==> src/logic/gpio_edge_pkg.sv <==
// Constants, register map and bus carrier types for the edge interrupt and logic-function expander block
package gpio_edge_pkg;

  localparam int unsigned NUM_IO = 16;
  localparam int unsigned BANK_IO = 8;
  localparam int unsigned NUM_TABLES = 6;

  // Register byte addresses, one aligned word each
  localparam logic [7:0] ADDR_IO_VALUE = 8'h00;
  localparam logic [7:0] ADDR_IO_DIRECTION = 8'h04;
  localparam logic [7:0] ADDR_IRQ_MASK = 8'h08;
  localparam logic [7:0] ADDR_EDGE_SENSE_LOW = 8'h0c;
  localparam logic [7:0] ADDR_EDGE_SENSE_HIGH = 8'h10;
  localparam logic [7:0] ADDR_IRQ_SOURCE = 8'h14;
  localparam logic [7:0] ADDR_EVENT_STATUS = 8'h18;
  localparam logic [7:0] ADDR_LOGIC_MODE_BANK_A = 8'h1c;
  localparam logic [7:0] ADDR_LOGIC_MODE_BANK_B = 8'h20;
  localparam logic [7:0] ADDR_TABLE_BASE = 8'h24;
  localparam logic [7:0] ADDR_ADVANCED_OPTIONS = 8'h3c;

  // Values after reset
  localparam logic [15:0] IO_VALUE_RST = 16'hffff;
  localparam logic [15:0] IO_DIRECTION_RST = 16'hffff;
  localparam logic [15:0] IRQ_MASK_RST = 16'hffff;
  localparam logic [15:0] FLAGS_RST = 16'h0000;
  localparam logic [7:0] BYTE_RST = 8'h00;

  // Advanced options fields
  localparam int unsigned ADV_AUTOCLEAR_BIT = 0;

  // Reset value of the three-bit priming register; edges are believed once its top bit fills
  localparam logic [2:0] PRIME_RST = 3'h0;

  typedef enum logic [1:0] {
    SENSE_NONE = 2'b00,
    SENSE_RISING = 2'b01,
    SENSE_FALLING = 2'b10,
    SENSE_BOTH = 2'b11
  } edge_sense_t;

  // Lower pair of a bank's logic mode; the upper pair shares 01 and 10
  localparam logic [1:0] MODE_GPIO = 2'b00;
  localparam logic [1:0] MODE_2IN = 2'b01;
  localparam logic [1:0] MODE_3IN = 2'b10;
  localparam logic [1:0] MODE_3TO2 = 2'b11;

  localparam logic [1:0] RESP_OKAY = 2'b00;
  localparam logic [1:0] RESP_SLVERR = 2'b10;

  typedef struct packed {
    logic awvalid;
    logic [7:0] awaddr;
    logic wvalid;
    logic [31:0] wdata;
    logic [3:0] wstrb;
    logic bready;
    logic arvalid;
    logic [7:0] araddr;
    logic rready;
  } axi_req_t;

  typedef struct packed {
    logic awready;
    logic wready;
    logic bvalid;
    logic [1:0] bresp;
    logic arready;
    logic rvalid;
    logic [31:0] rdata;
    logic [1:0] rresp;
  } axi_rsp_t;

endpackage

==> src/logic/logic_bank.sv <==
// Programmable logic function for one bank of eight I/Os
`timescale 1ns/1ps
module logic_bank (
  input wire logic [7:0] mode,
  input wire logic [7:0] table_lo,
  input wire logic [7:0] table_pair,
  input wire logic [7:0] table_hi,
  input wire logic [7:0] pins,
  output logic [7:0] used,
  output logic [7:0] drive,
  output logic [7:0] value
);

  always_comb
  begin
    used = 8'h00;
    drive = 8'h00;
    value = 8'h00;
    unique case (mode[1:0])
      gpio_edge_pkg::MODE_GPIO:
      begin
        used = 8'h00;
      end
      gpio_edge_pkg::MODE_2IN:
      begin
        used[2:0] = 3'h7;
        drive[2] = 1'b1;
        value[2] = table_lo[{pins[1], pins[0]}];
      end
      gpio_edge_pkg::MODE_3IN:
      begin
        used[3:0] = 4'hf;
        drive[3] = 1'b1;
        value[3] = table_lo[pins[2:0]];
      end
      gpio_edge_pkg::MODE_3TO2:
      begin
        used[4:0] = 5'h1f;
        drive[4:3] = 2'h3;
        value[3] = table_lo[pins[2:0]];
        value[4] = table_pair[pins[2:0]];
      end
    endcase
    // Three-to-two takes I/O 4 from the upper nibble, so the upper field is ignored
    if (mode[1:0] != gpio_edge_pkg::MODE_3TO2)
    begin
      case (mode[5:4])
        gpio_edge_pkg::MODE_2IN:
        begin
          used[6:4] = 3'h7;
          drive[6] = 1'b1;
          value[6] = table_hi[{pins[5], pins[4]}];
        end
        gpio_edge_pkg::MODE_3IN:
        begin
          used[7:4] = 4'hf;
          drive[7] = 1'b1;
          value[7] = table_hi[pins[6:4]];
        end
        default:
        begin
          used[7:4] = 4'h0;
        end
      endcase
    end
  end

endmodule

==> src/logic/gpio_edge_irq.sv <==
// Sixteen-I/O expander core: edge interrupts, logic functions and AXI4-Lite registers
//
// Summary of operation
// - Reset clears edge logic and leaves the interrupt pin released.
// - Interrupt mask resets to all ones, blocking every I/O.
// - Reset clears every transition flag; no change is reported.
// - Enabled I/O with a selected rising, falling or both edge raises the interrupt.
// - Interrupt source register shows which I/Os caused the pending interrupt.
// - Interrupt pin held low while pending, released once cleared.
// - Writing ones to interrupt source clears it, matching event bits, releases pin.
// - Advanced option lets a read of the I/O value register clear interrupts.
// - Two-bit edge sense: 00 none, 01 rising, 10 falling, 11 both.
// - Mask bit zero lets an I/O interrupt; one blocks it.
// - I/Os outside logic modes stay GPIO; logic I/Os get direction automatically.
// - Direction bits ignored on logic I/Os; inputs still readable and interrupting.
// - Lower mode 00 all GPIO, 01 two-in at I/O 2, 10 three-in at I/O 3.
// - Lower mode 11 is three-to-two on I/O 0-4; upper field then ignored.
// - Upper mode 01 two-in at I/O 6, 10 three-in at I/O 7, 00 GPIO.
// - Each eight-I/O bank has its own logic mode register.
// - Two-input output is truth table bit indexed by {I/O1, I/O0}.
// - Four three-to-one or two three-to-two fully programmable functions.
`timescale 1ns/1ps
module gpio_edge_irq (
  input wire logic clock,
  input wire logic nrst,
  input wire gpio_edge_pkg::axi_req_t axi_req,
  output gpio_edge_pkg::axi_rsp_t axi_rsp,
  input wire logic [15:0] io_in,
  output logic [15:0] io_out,
  output logic [15:0] io_oe_n,
  output logic irq_out_low,
  output logic irq_out_low_oe_n
);

  ////////////////////////////////////////////////////////////////////////////
  // Declarations

  logic [15:0] io_value_r;
  logic [15:0] io_direction_r;
  logic [15:0] irq_mask_r;
  logic [31:0] edge_sense_r;
  logic [15:0] irq_source_r;
  logic [15:0] irq_source_nxt;
  logic [15:0] event_status_r;
  logic [15:0] event_status_nxt;
  logic [7:0] logic_mode_bank_a_r;
  logic [7:0] logic_mode_bank_b_r;
  logic [7:0] truth_table_r [gpio_edge_pkg::NUM_TABLES];
  logic [7:0] advanced_options_reg_r;

  logic [15:0] sync1_r;
  logic [15:0] sync2_r;
  logic [15:0] prev_r;
  logic [2:0] prime_r;
  logic [15:0] edge_hit;

  logic [15:0] used;
  logic [15:0] drive;
  logic [15:0] value;
  logic [15:0] io_out_r;
  logic [15:0] io_oe_n_r;
  logic irq_oe_n_r;

  logic awready_r;
  logic wready_r;
  logic bvalid_r;
  logic [1:0] bresp_r;
  logic arready_r;
  logic rvalid_r;
  logic [31:0] rdata_r;
  logic [1:0] rresp_r;
  logic [7:0] aw_addr_r;
  logic [31:0] w_data_r;
  logic [3:0] w_strb_r;

  logic wr_fire;
  logic rd_fire;
  logic [15:0] wr_val_16;
  logic [7:0] wr_val_8;
  logic wr_hit;
  logic [15:0] rd_val;
  logic rd_hit;
  logic [15:0] clear_bits;
  logic [15:0] source_clear;

  function automatic logic [15:0] merge16(input logic [15:0] old, input logic [31:0] data,
                                          input logic [3:0] strb);
    logic [15:0] res;
    res = old;
    if (strb[0])
      res[7:0] = data[7:0];
    if (strb[1])
      res[15:8] = data[15:8];
    return res;
  endfunction

  ////////////////////////////////////////////////////////////////////////////
  // Input synchroniser and edge detection

  always_ff @(posedge clock)
  begin
    if (!nrst)
    begin
      sync1_r <= 16'h0000;
      sync2_r <= 16'h0000;
      prev_r <= 16'h0000;
      prime_r <= gpio_edge_pkg::PRIME_RST;
    end
    else
    begin
      sync1_r <= io_in;
      sync2_r <= sync1_r;
      prev_r <= sync2_r;
      // Pipeline must fill before an edge is trusted, else reset looks like a change
      prime_r <= {prime_r[1:0], 1'b1};
    end
  end

  genvar gi;
  generate
    for (gi = 0; gi < 16; gi++)
    begin : g_edge
      logic rise;
      logic fall;
      assign rise = sync2_r[gi] & ~prev_r[gi];
      assign fall = ~sync2_r[gi] & prev_r[gi];
      always_comb
      begin
        edge_hit[gi] = 1'b0;
        if (prime_r[2])
        begin
          unique case (gpio_edge_pkg::edge_sense_t'(edge_sense_r[2*gi +: 2]))
            gpio_edge_pkg::SENSE_NONE: edge_hit[gi] = 1'b0;
            gpio_edge_pkg::SENSE_RISING: edge_hit[gi] = rise;
            gpio_edge_pkg::SENSE_FALLING: edge_hit[gi] = fall;
            gpio_edge_pkg::SENSE_BOTH: edge_hit[gi] = rise | fall;
          endcase
        end
      end
    end
  endgenerate

  ////////////////////////////////////////////////////////////////////////////
  // Logic function banks

  generate
    for (gi = 0; gi < 2; gi++)
    begin : g_bank
      logic_bank u_bank (
        .mode((gi == 0) ? logic_mode_bank_a_r : logic_mode_bank_b_r),
        .table_lo(truth_table_r[3*gi]),
        .table_pair(truth_table_r[3*gi + 1]),
        .table_hi(truth_table_r[3*gi + 2]),
        .pins(sync2_r[8*gi +: 8]),
        .used(used[8*gi +: 8]),
        .drive(drive[8*gi +: 8]),
        .value(value[8*gi +: 8])
      );
    end
  endgenerate

  // Logic I/Os take their direction from the mode, the rest from the direction register
  always_ff @(posedge clock)
  begin
    if (!nrst)
    begin
      io_out_r <= gpio_edge_pkg::IO_VALUE_RST;
      io_oe_n_r <= 16'hffff;
    end
    else
    begin
      io_oe_n_r <= (used & ~drive) | (~used & io_direction_r);
      io_out_r <= (drive & value) | (~drive & io_value_r);
    end
  end

  ////////////////////////////////////////////////////////////////////////////
  // Interrupt flags and pin

  // Autoclear clears everything on a read of the I/O value register
  assign source_clear = (rd_fire && axi_req.araddr == gpio_edge_pkg::ADDR_IO_VALUE &&
                         advanced_options_reg_r[gpio_edge_pkg::ADV_AUTOCLEAR_BIT]) ? 16'hffff : 16'h0000;
  assign clear_bits = (wr_fire && aw_addr_r == gpio_edge_pkg::ADDR_IRQ_SOURCE) ? wr_val_16 : 16'h0000;

  // A new edge in the clearing cycle survives the clear
  assign irq_source_nxt = (irq_source_r & ~(clear_bits | source_clear)) | (edge_hit & ~irq_mask_r);
  assign event_status_nxt = (event_status_r & ~(clear_bits | source_clear |
                             ((wr_fire && aw_addr_r == gpio_edge_pkg::ADDR_EVENT_STATUS) ? wr_val_16 : 16'h0000)))
                            | edge_hit;

  always_ff @(posedge clock)
  begin
    if (!nrst)
    begin
      irq_source_r <= gpio_edge_pkg::FLAGS_RST;
      event_status_r <= gpio_edge_pkg::FLAGS_RST;
      irq_oe_n_r <= 1'b1;
    end
    else
    begin
      irq_source_r <= irq_source_nxt;
      event_status_r <= event_status_nxt;
      irq_oe_n_r <= ~(|irq_source_nxt);
    end
  end

  ////////////////////////////////////////////////////////////////////////////
  // AXI4-Lite write channel

  assign wr_fire = ~awready_r & ~wready_r & ~bvalid_r;
  assign wr_val_16 = merge16(16'h0000, w_data_r, w_strb_r);
  assign wr_val_8 = w_strb_r[0] ? w_data_r[7:0] : 8'h00;

  always_comb
  begin
    wr_hit = 1'b1;
    unique case (aw_addr_r)
      gpio_edge_pkg::ADDR_IO_VALUE, gpio_edge_pkg::ADDR_IO_DIRECTION, gpio_edge_pkg::ADDR_IRQ_MASK,
      gpio_edge_pkg::ADDR_EDGE_SENSE_LOW, gpio_edge_pkg::ADDR_EDGE_SENSE_HIGH, gpio_edge_pkg::ADDR_IRQ_SOURCE,
      gpio_edge_pkg::ADDR_EVENT_STATUS, gpio_edge_pkg::ADDR_LOGIC_MODE_BANK_A,
      gpio_edge_pkg::ADDR_LOGIC_MODE_BANK_B, gpio_edge_pkg::ADDR_ADVANCED_OPTIONS: wr_hit = 1'b1;
      default: wr_hit = (aw_addr_r >= gpio_edge_pkg::ADDR_TABLE_BASE) &&
                        (aw_addr_r < gpio_edge_pkg::ADDR_TABLE_BASE + 8'h18) && (aw_addr_r[1:0] == 2'b00);
    endcase
  end

  always_ff @(posedge clock)
  begin
    if (!nrst)
    begin
      awready_r <= 1'b1;
      wready_r <= 1'b1;
      bvalid_r <= 1'b0;
      bresp_r <= gpio_edge_pkg::RESP_OKAY;
      aw_addr_r <= 8'h00;
      w_data_r <= 32'h0000_0000;
      w_strb_r <= 4'h0;
    end
    else
    begin
      if (axi_req.awvalid && awready_r)
      begin
        awready_r <= 1'b0;
        aw_addr_r <= axi_req.awaddr;
      end
      if (axi_req.wvalid && wready_r)
      begin
        wready_r <= 1'b0;
        w_data_r <= axi_req.wdata;
        w_strb_r <= axi_req.wstrb;
      end
      if (wr_fire)
      begin
        awready_r <= 1'b1;
        wready_r <= 1'b1;
        bvalid_r <= 1'b1;
        bresp_r <= wr_hit ? gpio_edge_pkg::RESP_OKAY : gpio_edge_pkg::RESP_SLVERR;
      end
      else if (bvalid_r && axi_req.bready)
        bvalid_r <= 1'b0;
    end
  end

  // Configuration registers
  always_ff @(posedge clock)
  begin
    if (!nrst)
    begin
      io_value_r <= gpio_edge_pkg::IO_VALUE_RST;
      io_direction_r <= gpio_edge_pkg::IO_DIRECTION_RST;
      irq_mask_r <= gpio_edge_pkg::IRQ_MASK_RST;
      edge_sense_r <= 32'h0000_0000;
      logic_mode_bank_a_r <= gpio_edge_pkg::BYTE_RST;
      logic_mode_bank_b_r <= gpio_edge_pkg::BYTE_RST;
      advanced_options_reg_r <= gpio_edge_pkg::BYTE_RST;
      for (int i = 0; i < gpio_edge_pkg::NUM_TABLES; i++)
        truth_table_r[i] <= gpio_edge_pkg::BYTE_RST;
    end
    else if (wr_fire)
    begin
      unique case (aw_addr_r)
        gpio_edge_pkg::ADDR_IO_VALUE: io_value_r <= merge16(io_value_r, w_data_r, w_strb_r);
        gpio_edge_pkg::ADDR_IO_DIRECTION: io_direction_r <= merge16(io_direction_r, w_data_r, w_strb_r);
        gpio_edge_pkg::ADDR_IRQ_MASK: irq_mask_r <= merge16(irq_mask_r, w_data_r, w_strb_r);
        gpio_edge_pkg::ADDR_EDGE_SENSE_LOW: edge_sense_r[15:0] <= merge16(edge_sense_r[15:0], w_data_r, w_strb_r);
        gpio_edge_pkg::ADDR_EDGE_SENSE_HIGH:
          edge_sense_r[31:16] <= merge16(edge_sense_r[31:16], w_data_r, w_strb_r);
        gpio_edge_pkg::ADDR_LOGIC_MODE_BANK_A: logic_mode_bank_a_r <= wr_val_8 | (logic_mode_bank_a_r &
                                                                     {8{~w_strb_r[0]}});
        gpio_edge_pkg::ADDR_LOGIC_MODE_BANK_B: logic_mode_bank_b_r <= wr_val_8 | (logic_mode_bank_b_r &
                                                                     {8{~w_strb_r[0]}});
        gpio_edge_pkg::ADDR_ADVANCED_OPTIONS: advanced_options_reg_r <= wr_val_8 | (advanced_options_reg_r &
                                                                        {8{~w_strb_r[0]}});
        default:
        begin
          for (int i = 0; i < gpio_edge_pkg::NUM_TABLES; i++)
            if (aw_addr_r == gpio_edge_pkg::ADDR_TABLE_BASE + 8'(4 * i) && w_strb_r[0])
              truth_table_r[i] <= w_data_r[7:0];
        end
      endcase
    end
  end

  ////////////////////////////////////////////////////////////////////////////
  // AXI4-Lite read channel

  assign rd_fire = axi_req.arvalid & arready_r;

  always_comb
  begin
    rd_hit = 1'b1;
    rd_val = 16'h0000;
    unique case (axi_req.araddr)
      gpio_edge_pkg::ADDR_IO_VALUE: rd_val = sync2_r;
      gpio_edge_pkg::ADDR_IO_DIRECTION: rd_val = io_direction_r;
      gpio_edge_pkg::ADDR_IRQ_MASK: rd_val = irq_mask_r;
      gpio_edge_pkg::ADDR_EDGE_SENSE_LOW: rd_val = edge_sense_r[15:0];
      gpio_edge_pkg::ADDR_EDGE_SENSE_HIGH: rd_val = edge_sense_r[31:16];
      gpio_edge_pkg::ADDR_IRQ_SOURCE: rd_val = irq_source_r;
      gpio_edge_pkg::ADDR_EVENT_STATUS: rd_val = event_status_r;
      gpio_edge_pkg::ADDR_LOGIC_MODE_BANK_A: rd_val = {8'h00, logic_mode_bank_a_r};
      gpio_edge_pkg::ADDR_LOGIC_MODE_BANK_B: rd_val = {8'h00, logic_mode_bank_b_r};
      gpio_edge_pkg::ADDR_ADVANCED_OPTIONS: rd_val = {8'h00, advanced_options_reg_r};
      default:
      begin
        rd_hit = 1'b0;
        for (int i = 0; i < gpio_edge_pkg::NUM_TABLES; i++)
          if (axi_req.araddr == gpio_edge_pkg::ADDR_TABLE_BASE + 8'(4 * i))
          begin
            rd_hit = 1'b1;
            rd_val = {8'h00, truth_table_r[i]};
          end
      end
    endcase
  end

  always_ff @(posedge clock)
  begin
    if (!nrst)
    begin
      arready_r <= 1'b1;
      rvalid_r <= 1'b0;
      rdata_r <= 32'h0000_0000;
      rresp_r <= gpio_edge_pkg::RESP_OKAY;
    end
    else if (rd_fire)
    begin
      arready_r <= 1'b0;
      rvalid_r <= 1'b1;
      rdata_r <= {16'h0000, rd_val};
      rresp_r <= rd_hit ? gpio_edge_pkg::RESP_OKAY : gpio_edge_pkg::RESP_SLVERR;
    end
    else if (rvalid_r && axi_req.rready)
    begin
      rvalid_r <= 1'b0;
      arready_r <= 1'b1;
    end
  end

  ////////////////////////////////////////////////////////////////////////////
  // Outputs

  assign axi_rsp = '{awready: awready_r, wready: wready_r, bvalid: bvalid_r, bresp: bresp_r,
                     arready: arready_r, rvalid: rvalid_r, rdata: rdata_r, rresp: rresp_r};
  assign io_out = io_out_r;
  assign io_oe_n = io_oe_n_r;
  // Open drain: only ever pulls low
  assign irq_out_low = 1'b0;
  assign irq_out_low_oe_n = irq_oe_n_r;

endmodule

==> config.mk <==
export PLATFORM = sky130hd
export DESIGN_NAME = gpio_edge_irq
export DESIGN_NICKNAME = d
export VERILOG_FILES = /design/src/logic/gpio_edge_pkg.sv /design/src/logic/logic_bank.sv /design/src/logic/gpio_edge_irq.sv
export SDC_FILE = /design/constraint.sdc
export NUM_CORES = 1
export LEC_CHECK = 0
export BUFFER_PORTS_ARGS = -buffer_cell sky130_fd_sc_hd__buf_2
export CAP_MARGIN = 20
export CORE_ASPECT_RATIO = 1.25
export CORE_UTILIZATION = 50
export DETAILED_ROUTE_END_ITERATION = 16
export PLACE_DENSITY = 0.84
export SLEW_MARGIN = 15
export SYNTH_ARGS = -nofsm -noshare
export SYNTH_HDL_FRONTEND = slang
export SYNTH_HIERARCHICAL = 1
export SYNTH_SLANG_ARGS = --single-unit
==> constraint.sdc <==
create_clock -name clock -period 2.5 [get_ports clock]
set_input_delay 0.25 -clock clock [delete_from_list [all_inputs] [get_ports clock]]
set_output_delay 0.25 -clock clock [all_outputs]
set_load 0.02 [all_outputs]
After elaboration in Yosys (flattened, before gate mapping)
Memory sizes are Yosys's and may differ from the RTL's.
Index checks and enable logic that the tools add are counted.
{ "word_totals": {"reg_bits": 271, "ram_bits": 48, "out_inout_bits": 75, "elab_cells": 465, "n_memories": 1} }
{ "memory_table": {"columns": ["name", "depth", "width", "read_ports", "rd_ports_with_merged_regs", "wr", "line_no", "text"], "rows": [
  ["truth_table_r", 6, 8, 6, 0, 6, "gpio_edge_irq.sv:48", "logic [7:0] truth_table_r [gpio_edge_pkg::NUM_TABLES];"]
]} }
{ "classes": {"order_cmp": 10, "n_eq_ne": 90, "n_mux": 148, "n_bitwise": 119, "reduce_logical": 63} }
{ "ops": {"columns": ["operator", "count"], "rows": [
  ["16-bit one-hot mux with 10 select lines", 1],
  ["8-bit by 6-bit == test with 1-bit output (second input constant)", 16],
  ["16-bit 2-to-1 mux", 8],
  ["16-bit AND", 7],
  ["16-bit bitwise OR", 6],
  ["1-bit 2-to-1 mux", 92],
  ["16-bit NOT", 5],
  ["2-bit == test (second input constant)", 38],
  ["8-bit 2-to-1 mux", 9],
  ["8-bit by 5-bit == test with 1-bit output (second input constant)", 8],
  ["1-bit one-hot mux with 4 select lines", 16],
  ["2-bit by 1-bit == test with 1-bit output (second input constant)", 20],
  ["2-bit zero test", 19],
  ["1-bit NOT", 38],
  ["1-bit AND", 35],
  ["8-bit by 4-bit == test with 1-bit output (second input constant)", 4],
  ["3-bit AND reduction", 10],
  ["8-bit AND", 3],
  ["8-bit bitwise OR", 3],
  ["1-bit bitwise OR", 22],
  ["10-bit OR reduction", 2],
  ["1-bit binary-select mux with 3-bit select", 6],
  ["8-bit by 3-bit == test with 1-bit output (second input constant)", 2],
  ["1-bit logical AND", 16],
  ["other kinds (17)", 44]
]} }

Depth between registers and ports, before layout
{ "logic_depth": {"ltp_word": 11, "mapped_depth": 8, "ltp_nobuf": 8} }

By module
The synthesis kept the hierarchy.
{ "modules_own_cells": {"columns": ["module", "n_inst", "cells_each", "area_per_inst_um2", "seq_area_each_um2"], "rows": [
  ["gpio_edge_irq", 1, 1465, 13437.9, 6826.5],
  ["logic_bank", 2, 54, 440.4, 0.0]
]} }

Worst setup path before layout
No wires, ideal clock.
{ "synth_timing": {"path_type": "register to register", "from": "reg wready_r", "to": "mem truth_table_r[4][0], enable pin", "setup_ns": 0.384, "t_arrival_ns": 1.961, "setup_slack_ns": 0.155, "path_stages_with_launch": 5, "period_less_slack_ns": 2.345, "path_cell_list": "dfxtp_1 > or4b_1 > buf_2 > or2_2 > o21ai_0"} }
{ "synth_lines": {"columns": ["item", "line_no", "text"], "rows": [
  ["start, declared", "gpio_edge_irq.sv:65", "logic wready_r;"],
  ["start signal, assigned", "gpio_edge_irq.sv:232", "wready_r <= 1'b1;"],
  ["start signal, assigned", "gpio_edge_irq.sv:248", "wready_r <= 1'b0;"],
  ["start signal, assigned", "gpio_edge_irq.sv:255", "wready_r <= 1'b1;"],
  ["end, declared", "gpio_edge_irq.sv:48", null]
]} }

Final worst setup path
{ "layout_timing": {"from": "reg bvalid_r", "to": "reg irq_oe_n_r (netlist: irq_out_low_oe_n)"} }
{ "layout_via": {"elab_chain_len": 10} }
{ "layout_lines": {"columns": ["item", "line_no", "text"], "rows": [
  ["start, declared", "gpio_edge_irq.sv:66", "logic bvalid_r;"],
  ["start signal, assigned", "gpio_edge_irq.sv:233", "bvalid_r <= 1'b0;"],
  ["start signal, assigned", "gpio_edge_irq.sv:256", "bvalid_r <= 1'b1;"],
  ["start signal, assigned", "gpio_edge_irq.sv:260", "bvalid_r <= 1'b0;"],
  ["1-bit NOT", "gpio_edge_irq.sv:210", "assign wr_fire = ~awready_r & ~wready_r & ~bvalid_r;"],
  ["1-bit AND", "gpio_edge_irq.sv:210", null],
  ["1-bit logical AND", "gpio_edge_irq.sv:183", "assign clear_bits = (wr_fire && aw_addr_r == gpio_edge_pkg::ADDR_IRQ_SOURCE) ? wr_val_16 : 16'h0000;"],
  ["16-bit 2-to-1 mux", "gpio_edge_irq.sv:183", null],
  ["16-bit bitwise OR", "gpio_edge_irq.sv:186", "assign irq_source_nxt = (irq_source_r & ~(clear_bits | source_clear)) | (edge_hit & ~irq_mask_r);"],
  ["16-bit NOT", "gpio_edge_irq.sv:186", null],
  ["16-bit AND", "gpio_edge_irq.sv:186", null],
  ["16-bit bitwise OR", "gpio_edge_irq.sv:186", null],
  ["16-bit OR reduction", "gpio_edge_irq.sv:203", "irq_oe_n_r <= ~(|irq_source_nxt);"],
  ["1-bit NOT", "gpio_edge_irq.sv:203", null],
  ["end signal, assigned", "gpio_edge_irq.sv:203", null],
  ["end, declared", "gpio_edge_irq.sv:62", "logic irq_oe_n_r;"]
]} }
No other way between the ends.
A chain may end at the register's enable or synchronous reset.

==> out/metrics.csv <==
metric,value,unit
critPathSlowestCell,or4b_1,
grt_pass1_vias,12100,
comb_power_share,7.2,%
cpPeakStageDelay,0.62,ns
cts.path.max_buffers,3,
hold_class,input port to flop,
maxCapViolations,0,
core,27900,µm²
ir_drop,0.461,mV
synth_top_cell_area_share,37.6,%
setup.worst_path.start_class,flop,
fp.dieArea,29300,µm²
portBuffers,112,
cts_tree,done,
required,2.98,ns
placed_area,15300,µm²
ys_warn_count,6,
drc,0,
diodes,0,
syn_area,14300,µm²
seq_area_frac_synth,47.7,%
syn_to_final_growth,17.7,%
yosys_register_bits,317,
clkPwrFrac,43.6,%
cp.arrival,2.89,ns
dpl.hpwl,31200,µm
synth_cell_type_count,64,
path_class,flop to flop,
wl,45000,µm
hold_viol,0,
rows,68,
slew_violations,0,
gp_congestion,0.964,
die_w,153,µm
seqPwrFrac,49.2,%
syn_inst,1573,
drive_above_1_share,15.3,%
total_power,0.0110,W
antenna_found_initial,0,
grt_pass1_wl,68700,µm
internal-power,0.00833,W
status,finished clean,
rsz0062_at_grt,no,
path_cells,or4b_1 -> nor3_4 -> nand2_1 -> a32oi_1 -> nand4_1 -> o41ai_2,
htreeDepth,1,
wl_per_cell,21.4,µm
syn_area_per_cell,9.10,µm²
synthArstFlopShare,0,%
synth.area.top_cells,"dfxtp_1 38%, edfxtp_1 10%, nand2_1 6.4%",
grt_max_degree,135,
ios,150,
crit_fanout,8,
timing.setup.tns,0,ns
finalClockSkew,0.0124,ns
initial_core_util,51.3,%
min_period,2.41,ns
clkSlewWorstSetupHoldPaths,0.06,ns
clkLatencyLatePin,0.57,ns
fin_crit_sh,96.5,%
ant_nets,0,
power_leakage,7.01,nW
critPathCaptureType,flop,
synth_edf_count,48,
fmax,415,MHz
final_area,16900,µm²
ys.flop_type,dfxtp_1,
yosys.area.top_type,dfxtp_1,
relSlewSlack,43.7,%
p_sw,0.00264,W
drtPass1Iterations,7,
swShare,24.1,%
root_buffer,clkbuf_16,
drtIter0Drc,1525,
fp.dieH,191,µm
setup_viol,0,
cts_made_buffers,31,
overflow,0,
hold_ws,0.0283,ns
numClockSinks,317,
tightest_slew,0.843,ns
power_density,651,nW/µm²
gr-usage-all-layers,30.6,%
via_per_inst,6.01,
layout.nets,1835,
vias,12600,
## synthesized netlist by cell type, types with 3 or more instances
library cell,count
dfxtp_1,269
nand2_1,245
nor2_1,120
and2_1,91
clkbuf_1,76
mux2i_1,76
nand3_1,73
a21oi_1,68
inv_1,59
o21ai_0,54
edfxtp_1,48
buf_4,46
ha_1,36
nor2b_1,36
a22oi_1,32
a31oi_1,29
nand3b_1,18
a21boi_0,17
a22o_1,17
a221oi_1,16
a32oi_1,16
nand4_1,11
a222oi_1,10
buf_2,8
o211ai_1,8
mux4_1,6
nand2b_1,6
nor3_1,5
or3_1,5
and3_1,4
buf_6,4
nor4_1,4
or2_2,4
or4b_2,4
a311oi_1,3
buf_1,3
clkbuf_2,3
conb_1,3
o31ai_1,3
## flip-flops by register name, summed over array words and instances (netlist names), 2 cells and up, named ones only
register,cells
aw_addr_r,8
edge_sense_r,32
io_direction_r,16
prime_r,3
irq_mask_r,16
w_data_r,16
io_value_r,16
prev_r,16
irq_source_r,16
rdata_r,16
sync1_r,16
w_strb_r,2
truth_table_r,48
event_status_r,16
io_out,16
sync2_r,16
io_oe_n,16
## path summary, 6_finish.rpt
| path | startpoint | end | slack [ns] | depth (start not counted) |
|---|---|---|---|---|
| setup / recovery | bvalid_r | irq_out_low_oe_n | 0.09 | 6 |
| hold / removal | axi_req[56] | aw_addr_r[4] | 0.03 | 3 |
| hold reg to reg | prime_r[1] | prime_r[2] | 0.43 | 1 |
| setup reg to reg | bvalid_r | irq_out_low_oe_n | 0.09 | 6 |
## metal layers
layer	global-route usage [%]	part of all wire (%)	vias up
li1	-	-	5694
met1	37.4	37	5951
met2	50.7	46	787
met3	4.85	10	190
met4	19.2	6.4	0
met5	0	0	-
## cell type report
type                    instances  area (µm²)
inverters                      60         228
repair buffers                230        1680
fillers                      2287       11100
clock inverters                16         140
multi-input cells            1084        6640
well taps                     350         438
clock buffers                  42         908
flip-flops and latches        317        6830
## stage by stage
stage          setup slack (ns)  util, %  cells
4_1_cts                  0.0924     60.3   2097
5_1_grt                 0.00412     60.4   2099
6_report                 0.0878     60.4   2099
3_3_place_gp              0.168     54.9   1994
2_1_floorplan             0.155        -   1601
3_5_place_dp             0.0909     54.9   1994
## power groups by stage
stage / combinational, W / sequential, W / clock (W)
after global placement: 0.000689 / 0.00549 / 0
after CTS: 0.000764 / 0.00538 / 0.00480
after detailed placement: 0.000708 / 0.00550 / 0
after floorplan: 0.000447 / 0.00549 / 0
final: 0.000791 / 0.00539 / 0.00478
after global routing: 0.000840 / 0.00540 / 0.00503
## layout by cell type (no fill, tap or decap), drive strengths merged, types with 46 or more instances in the layout
master	synthesis	final
and2	91	91
nand2	245	245
inv	60	63
buf	61	184
nand3	74	74
dfxtp	269	269
edfxtp	48	48
nor2	122	122
a21oi	68	68
dlygate4sd3	0	46
o21ai	54	54
mux2i	76	76
## logic make-up (layout without fill, tap and decap cells)
kind of cell    after synthesis  after routing  share of synthesized area, %
mux                          86             86                          6.78
fa+ha+maj                    36             36                          3.15
xor+xnor                      1              1                        0.0612
simple gates                647            647                          22.3
other cells                   3             31                        0.0786
compound gates              283            283                          13.2
buf+inv                     200            348                          6.75
flops                       317            317                          47.7
## worst max-delay path: cells and delay by family (launching register included)
kind,cells,cell delay (ns)
simple gates,4,1.31
compound gates,2,0.66
flops,1,0.36
## repair_timing
item / 4_1_cts / 5_1_grt
resized for setup: 0 / 1
hold buffers: 45 / 1
hold endpoints to repair: 46 / 1
buffers inserted: 0 / 1
endpoints found under the setup margin: 0 / 8
No activity file was read; power rests on OpenSTA's default activity.
